`src/inc/acr_pkg.sv`:
```
// Purpose: Shared constants for the converter configuration register bank.
// Assumes: 12-bit data bus, two 10-bit configuration words.
// Notes: Field positions are bit indices inside a configuration word.
`default_nettype none
package acr_pkg;

  // ****************************************
  // Bus and word sizes
  // ****************************************
  localparam int DATA_W = 12;
  localparam int WORD_W = 10;

  // ****************************************
  // Register select codes on the top two data lines
  // ****************************************
  localparam logic [1:0] SEL_MODE = 2'h0;
  localparam logic [1:0] SEL_IFACE = 2'h1;

  // ****************************************
  // Mode word field positions
  // ****************************************
  localparam int MODE_REF_BIT = 0;
  localparam int MODE_SLEEP_BIT = 2;
  localparam int MODE_PICK_LO = 3;
  localparam int MODE_PAIR_LO = 5;
  localparam int MODE_SCAN_BIT = 7;
  localparam int MODE_PROBE_LO = 8;

  // ****************************************
  // Interface word field positions
  // ****************************************
  localparam int IF_FULL_RST_BIT = 0;
  localparam int IF_SOFT_BIT = 1;
  localparam int IF_STROBE_BIT = 6;
  localparam int IF_FORMAT_BIT = 7;
  localparam int IF_OFFSET_BIT = 8;
  localparam int IF_ECHO_BIT = 9;

  // ****************************************
  // Reset values
  // ****************************************
  localparam logic [9:0] MODE_RST = 10'h020;
  localparam logic [9:0] IFACE_RST = 10'h000;
  // Self-clearing action bits are never stored
  localparam logic [9:0] IFACE_STORE_MASK = 10'h3fc;

  // ****************************************
  // Output codes
  // ****************************************
  localparam logic [11:0] CODE_TOP = 12'hfff;
  localparam logic [11:0] CODE_MID = 12'h800;
  localparam logic [11:0] CODE_BOTTOM = 12'h000;
  localparam logic [11:0] SIGN_FLIP = 12'h800;

  typedef enum logic [1:0] {
    PROBE_NORMAL = 2'h0,
    PROBE_TOP = 2'h1,
    PROBE_MID = 2'h2,
    PROBE_BOTTOM = 2'h3
  } acr_probe_t;

endpackage
`default_nettype wire

```
`src/logic/acr_bank.sv`:
```
// Purpose: Configuration register bank and output code formatter of the converter.
// Assumes: Bus pins are asynchronous to clk; converter core codes arrive on clk.
// Notes: Pin data is captured at the end of a write strobe, after two flip-flops.
`timescale 1ns/10ps
`default_nettype none
module acr_bank import acr_pkg::*; (
  // Clock and reset
  input wire logic clk,
  input wire logic resetn,
  // Host bus pins
  input wire logic cs0_n,
  input wire logic cs1,
  input wire logic wr_n,
  input wire logic rd_n,
  input wire logic [11:0] data_in,
  output logic [11:0] data_out,
  output logic data_oe,
  // Converter core result
  input wire logic [11:0] raw_code,
  input wire logic raw_valid,
  output logic [11:0] sample_out,
  output logic sample_valid,
  // Mode word fields
  output logic ref_ext,
  output logic sleep_ctl,
  output logic input_pick_lo,
  output logic input_pick_hi,
  output logic pair_count_lo,
  output logic pair_count_hi,
  output logic autoscan_en,
  output logic probe_volt_sel_lo,
  output logic probe_volt_sel_hi,
  // Interface word fields
  output logic config_echo_en,
  output logic offset_en,
  output logic code_format_sel,
  output logic strobe_style,
  output logic soft_clear
);

  // ****************************************
  // Pin synchronisers
  // ****************************************
  logic [14:0] pin_meta_r;
  logic [14:0] pin_sync_r;

  always_ff @(posedge clk or negedge resetn) begin
    if (!resetn) begin
      pin_meta_r <= 15'h7fff;
      pin_sync_r <= 15'h7fff;
    end else begin
      pin_meta_r <= {cs0_n, cs1, wr_n, data_in};
      pin_sync_r <= pin_meta_r;
    end
  end

  logic cs0_n_s;
  logic cs1_s;
  logic wr_n_s;
  logic [11:0] data_s;
  logic rd_meta_r;
  logic rd_n_s;

  assign {cs0_n_s, cs1_s, wr_n_s, data_s} = pin_sync_r;

  always_ff @(posedge clk or negedge resetn) begin
    if (!resetn) begin
      rd_meta_r <= 1'b1;
      rd_n_s <= 1'b1;
    end else begin
      rd_meta_r <= rd_n;
      rd_n_s <= rd_meta_r;
    end
  end

  // ****************************************
  // Strobe decode
  // ****************************************
  logic [9:0] mode_r;
  logic [9:0] iface_r;
  logic sel_s;
  logic strobe_s;
  logic strobe_prev_r;
  logic wr_evt;
  logic rd_act;

  assign sel_s = !cs0_n_s && cs1_s;
  // In read/write style the read pin strobes and the write pin gives direction
  assign strobe_s = iface_r[IF_STROBE_BIT] ? rd_n_s : wr_n_s;
  // Data is taken at the trailing edge, when the host has settled it
  assign wr_evt = sel_s && strobe_s && !strobe_prev_r
                  && (!iface_r[IF_STROBE_BIT] || !wr_n_s);
  assign rd_act = sel_s && !rd_n_s && (!iface_r[IF_STROBE_BIT] || wr_n_s);

  always_ff @(posedge clk or negedge resetn) begin
    if (!resetn) begin
      strobe_prev_r <= 1'b1;
    end else begin
      strobe_prev_r <= strobe_s;
    end
  end

  // ****************************************
  // Configuration words
  // ****************************************
  logic [1:0] wsel;
  logic full_rst_req;

  assign wsel = data_s[11:10];
  assign full_rst_req = wr_evt && (wsel == SEL_IFACE) && data_s[IF_FULL_RST_BIT];

  // Two words only; sleep never blocks writes
  always_ff @(posedge clk or negedge resetn) begin
    if (!resetn) begin
      // Reset values of all mode fields
      mode_r <= MODE_RST;
    end else if (full_rst_req) begin
      mode_r <= MODE_RST;
    end else if (wr_evt && wsel == SEL_MODE) begin
      // Select 00 loads the mode word
      mode_r <= data_s[9:0];
    end
  end

  always_ff @(posedge clk or negedge resetn) begin
    if (!resetn) begin
      iface_r <= IFACE_RST;
    end else if (full_rst_req) begin
      iface_r <= IFACE_RST;
    end else if (wr_evt && wsel == SEL_IFACE) begin
      iface_r <= data_s[9:0] & IFACE_STORE_MASK;
    end
  end
  // Codes 10 and 11 fall through both processes untouched

  // Soft reset keeps the mode word, still loads the rest of the interface write, pulses the pipeline clear
  always_ff @(posedge clk or negedge resetn) begin
    if (!resetn) begin
      soft_clear <= 1'b0;
    end else begin
      soft_clear <= wr_evt && (wsel == SEL_IFACE)
                    && (data_s[IF_SOFT_BIT] || data_s[IF_FULL_RST_BIT]);
    end
  end

  // ****************************************
  // Field outputs
  // ****************************************
  // Fields driven straight from the words
  assign ref_ext = mode_r[MODE_REF_BIT];
  assign sleep_ctl = mode_r[MODE_SLEEP_BIT];
  assign input_pick_lo = mode_r[MODE_PICK_LO];
  assign input_pick_hi = mode_r[MODE_PICK_LO + 1];
  assign pair_count_lo = mode_r[MODE_PAIR_LO];
  assign pair_count_hi = mode_r[MODE_PAIR_LO + 1];
  assign autoscan_en = mode_r[MODE_SCAN_BIT];
  assign probe_volt_sel_lo = mode_r[MODE_PROBE_LO];
  assign probe_volt_sel_hi = mode_r[MODE_PROBE_LO + 1];
  assign config_echo_en = iface_r[IF_ECHO_BIT];
  assign offset_en = iface_r[IF_OFFSET_BIT];
  assign code_format_sel = iface_r[IF_FORMAT_BIT];
  assign strobe_style = iface_r[IF_STROBE_BIT];

  // ****************************************
  // Output code formatting
  // ****************************************
  acr_probe_t probe;
  logic [11:0] bin_code;
  logic [11:0] sample_r;
  logic sample_vld_r;

  assign probe = acr_probe_t'(mode_r[MODE_PROBE_LO +: 2]);

  // Test voltages replace the converted code
  always_comb begin
    unique case (probe)
      PROBE_NORMAL: bin_code = raw_code;
      PROBE_TOP: bin_code = CODE_TOP;
      PROBE_MID: bin_code = CODE_MID;
      PROBE_BOTTOM: bin_code = CODE_BOTTOM;
    endcase
  end

  // Twos complement is offset binary with the sign bit flipped
  always_ff @(posedge clk or negedge resetn) begin
    if (!resetn) begin
      sample_r <= CODE_BOTTOM;
      sample_vld_r <= 1'b0;
    end else begin
      sample_vld_r <= raw_valid;
      if (raw_valid) begin
        sample_r <= iface_r[IF_FORMAT_BIT] ? (bin_code ^ SIGN_FLIP) : bin_code;
      end
    end
  end

  assign sample_out = sample_r;
  assign sample_valid = sample_vld_r;

  // ****************************************
  // Read path
  // ****************************************
  logic [11:0] dout_r;
  logic oe_r;
  logic echo_ptr_r;
  logic rd_prev_r;

  // Echo alternates the two words, each tagged with its select code
  always_ff @(posedge clk or negedge resetn) begin
    if (!resetn) begin
      rd_prev_r <= 1'b0;
      echo_ptr_r <= 1'b0;
    end else begin
      rd_prev_r <= rd_act;
      if (!iface_r[IF_ECHO_BIT]) begin
        echo_ptr_r <= 1'b0;
      end else if (rd_prev_r && !rd_act) begin
        echo_ptr_r <= !echo_ptr_r;
      end
    end
  end

  // Reads are served regardless of sleep
  always_ff @(posedge clk or negedge resetn) begin
    if (!resetn) begin
      dout_r <= 12'h000;
      oe_r <= 1'b0;
    end else begin
      oe_r <= rd_act;
      if (iface_r[IF_ECHO_BIT]) begin
        dout_r <= echo_ptr_r ? {SEL_IFACE, iface_r} : {SEL_MODE, mode_r};
      end else begin
        dout_r <= sample_r;
      end
    end
  end

  assign data_out = dout_r;
  assign data_oe = oe_r;
endmodule // acr_bank
`default_nettype wire

```
`config.mk`:
```
export PLATFORM = sky130hd
export DESIGN_NAME = acr_bank
export DESIGN_NICKNAME = d
export VERILOG_FILES = /design/src/inc/acr_pkg.sv /design/src/logic/acr_bank.sv
export SDC_FILE = /design/constraint.sdc
export NUM_CORES = 1
export LEC_CHECK = 0
export BUFFER_PORTS_ARGS = -buffer_cell sky130_fd_sc_hd__buf_2
export CELL_PAD_IN_SITES_DETAIL_PLACEMENT = 1
export CELL_PAD_IN_SITES_GLOBAL_PLACEMENT = 1
export CORE_MARGIN = 2
export CORE_UTILIZATION = 38
export CTS_CLUSTER_DIAMETER = 200
export CTS_CLUSTER_SIZE = 12
export DETAILED_ROUTE_END_ITERATION = 7
export PLACE_DENSITY = 0.79
export SYNTH_ARGS = -nofsm -noshare
export SYNTH_HDL_FRONTEND = slang
export SYNTH_SLANG_ARGS = --single-unit
```
`constraint.sdc`:
```
create_clock -name clk -period 4.2 [get_ports clk]
set_input_delay 0.84 -clock clk [delete_from_list [all_inputs] [get_ports clk]]
set_output_delay 0.84 -clock clk [all_outputs]
set_load 0.01 [all_outputs]
```
==> results.sh <==
export IMPL_avgViaCountPerCell=4.82
export IMPL_power_frac_seq_pct=53.7
export IMPL_clock_latency_ps=340
export IMPL_clock_sinks=79
export IMPL_clock_power_share_pct=27.8
export IMPL_fin_crit_ps=2210
export IMPL_die_area_um2=8280
export IMPL_synth_cells=207
export IMPL_cp_arrival_ps=1370
export IMPL_hold_class="register to register"
export IMPL_clock_fmax_mhz=453
export IMPL_rsz0062_at_grt="false"
export IMPL_crit_slowest_cell="dfrtp_1"
export IMPL_synthArstFlopShare_pct=100
export IMPL_power_density_nw_per_um2=514
export IMPL_setup_violations=0
export IMPL_critPathBufInv=1
export IMPL_period_share_pct=52.6
export IMPL_cts_tree="built"
export IMPL_hold_viol=0
export IMPL_layout_common_cells="buf_2, dfrtp_1, dfstp_2"
export IMPL_antenna_cells=0
export IMPL_grt_pass1_vias=2034
export IMPL_start_util_pct=39.4
export IMPL_slew_limit_headroom_pct=35.9
export IMPL_syn_area_per_cell_um2=13.9
export IMPL_drive_above_1_share_pct=46.3
export IMPL_status="complete, no violations"
export IMPL_cts_root_buffer="clkbuf_8"
export IMPL_cp_data_required_time_ps=3360
export IMPL_p_int_mw=1.28
export IMPL_synth_seq_area_share_pct=70.2
export IMPL_dp_hpwl_mm=4.41
export IMPL_wl_per_cell_um=16.1
export IMPL_placed_cells=366
export IMPL_fin_tns_setup_ps=0
export IMPL_ys_warn_count=0
export IMPL_io_buffers=70
export IMPL_met1Wirelength_mm=2.47
export IMPL_antenna_found_initial=0
export IMPL_row_count=31
export IMPL_drtIter0Drc=102
export IMPL_core_area_um2=7290
export IMPL_gp_congestion=0.795
export IMPL_grt_max_degree=80
export IMPL_dr_pass1_iters=4
export IMPL_die_w_um=91.0
export IMPL_p_sw_mw=0.513
export IMPL_ys_types=29
export IMPL_fin_cells=382
export IMPL_dr_wl_met3_um=374
export IMPL_wl_met2_mm=3.19
export IMPL_cts_resized_gates=0
export IMPL_synth_area_um2=2880
export IMPL_cp_start_kind="register"
export IMPL_tightest_slew_ps=962
export IMPL_p_leak_nw=1.64
export IMPL_max_cap_violations=0
export IMPL_mostFrequentLayoutCell="buf_2"
export IMPL_ant_nets=0
export IMPL_cpLargestDelayFamily="flip-flops"
export IMPL_switching_share_pct=28.7
export IMPL_final_max_slew_viol_count=0
export IMPL_worstSetupEndpointType="primary output"
export IMPL_dr_max_layer_used="met4"
export IMPL_syn_num_nets=240
export IMPL_ir_drop_mv=0.238
export IMPL_fin_nets=311
export IMPL_postCtsHoldBufs=0
export IMPL_vias=1840
export IMPL_post_cts_buffers=0
export IMPL_synth_seq_cells=79
export IMPL_ys_flop_type="dfrtp_1"
export IMPL_grt_pass1_wl_mm=10.5
export IMPL_cpPeakStageDelay_ps=770
export IMPL_die_y_um=91.0
export IMPL_wl_mm=6.15
export IMPL_grt_usage_pct=16.5
export IMPL_ios=71
export IMPL_clock_path_buffers=2
export IMPL_drc=0
export IMPL_cts_max_level=3
export IMPL_path_class="register to primary output"
export IMPL_synthToLayoutAreaGrowth_pct=21.0
export IMPL_cts_buffers=9
export IMPL_cp_max_fo=23
export IMPL_globalRouteOverflowTotal=0
export IMPL_clk_pin_slew_ps=70
export IMPL_synth_edf_count=0
export IMPL_fin_skew_ps=5.47
export IMPL_path_cells="buf_2"
export IMPL_p_comb_share_pct=18.5
kinds of logic (layout without fill, tap and decap cells):
family          count (synthesis)  in the layout  share of synthesized area, %
mux                            17             17                          7.35
compound gates                 51             51                          11.3
xor+xnor                        1              1                         0.305
fa+ha+maj                       2              2                         0.870
buf+inv                        18             94                          2.70
simple gates                   39             39                          7.27
flops                          79             79                          70.2
area by class of cell:
cell class              instances  area (µm²)
inverters                       8        30.0
repair buffers                 70         353
well taps                      99         124
multi-input cells             110         778
clock buffers                  12         155
clock inverters                 4        20.0
flip-flops and latches         79        2020
fillers                       810        3810
flip-flops by register name, summed over array words and instances, names as in the netlist:
name / flops
data_out: 12
pin_sync_r: 15
echo_ptr_r: 1
rd_meta_r: 1
sample_valid: 1
rd_n_s: 1
pin_meta_r: 15
iface_r: 8
mode_r: 10
soft_clear: 1
sample_out: 12
rd_prev_r: 1
strobe_prev_r: 1
through the flow:
| stage | cell area [µm²] | total power [mW] | hold WS [ps] | utilization [%] | setup slack, ps |
|---|---|---|---|---|---|
| detailed placement | 3300 | 1.31 | 347 | 45.3 | 2350 |
| global route | 3480 | 1.89 | 360 | 47.7 | 1880 |
| global placement | 3300 | 1.29 | 346 | 45.3 | 2380 |
| CTS | 3480 | 1.82 | 356 | 47.7 | 1970 |
| finish | 3480 | 1.79 | 355 | 47.7 | 1990 |
| floorplan | 2880 | 1.14 | 345 | - | 2670 |
per-layer routing:
layer / track usage (%) / vias up
li1: - / 853
met1: 19.7 / 926
met2: 27.5 / 50
met3: 6.39 / 11
met4: 5.43 / 0
met5: 0 / -
worst paths after layout:
| kind | startpoint | end | cells after the start | slack, ps |
|---|---|---|---|---|
| min in group asynchronous | resetn | mode_r[4] | 1 | 640 |
| worst min-delay path | pin_meta_r[6] | pin_sync_r[6] | 0 | 360 |
| worst min register to register | pin_meta_r[6] | pin_sync_r[6] | 0 | 360 |
| max in group asynchronous | resetn | data_out[4] | 1 | 2930 |
| worst max register to register | mode_r[8] | sample_out[4] | 5 | 2340 |
| worst max-delay path | iface_r[9] | config_echo_en | 1 | 1990 |
cell usage after synthesis (2+ instances only):
library cell  count  area share, %
dfrtp_1          45             39
dfstp_2          34             31
a21oi_1          30            5.2
nor2_1           20            2.6
nor2b_1          12            2.6
a22o_1            9            2.7
inv_1             8            1.0
mux2_4            8            4.2
mux2i_1           8            2.8
clkbuf_1          6           0.78
o21ai_1           4           0.70
nand2_1           3           0.39
buf_2             2           0.35
ha_1              2           0.87
o211a_1           2           0.70
power groups by stage:
stage	Sequential (mW)	Combinational [mW]	Clock [mW]
6_report	0.961	0.331	0.498
5_1_grt	0.978	0.369	0.545
4_1_cts	0.962	0.339	0.518
3_5_place_dp	0.974	0.336	0
3_3_place_gp	0.971	0.324	0
2_1_floorplan	0.991	0.151	0
(Power assumes the default switching activity.)
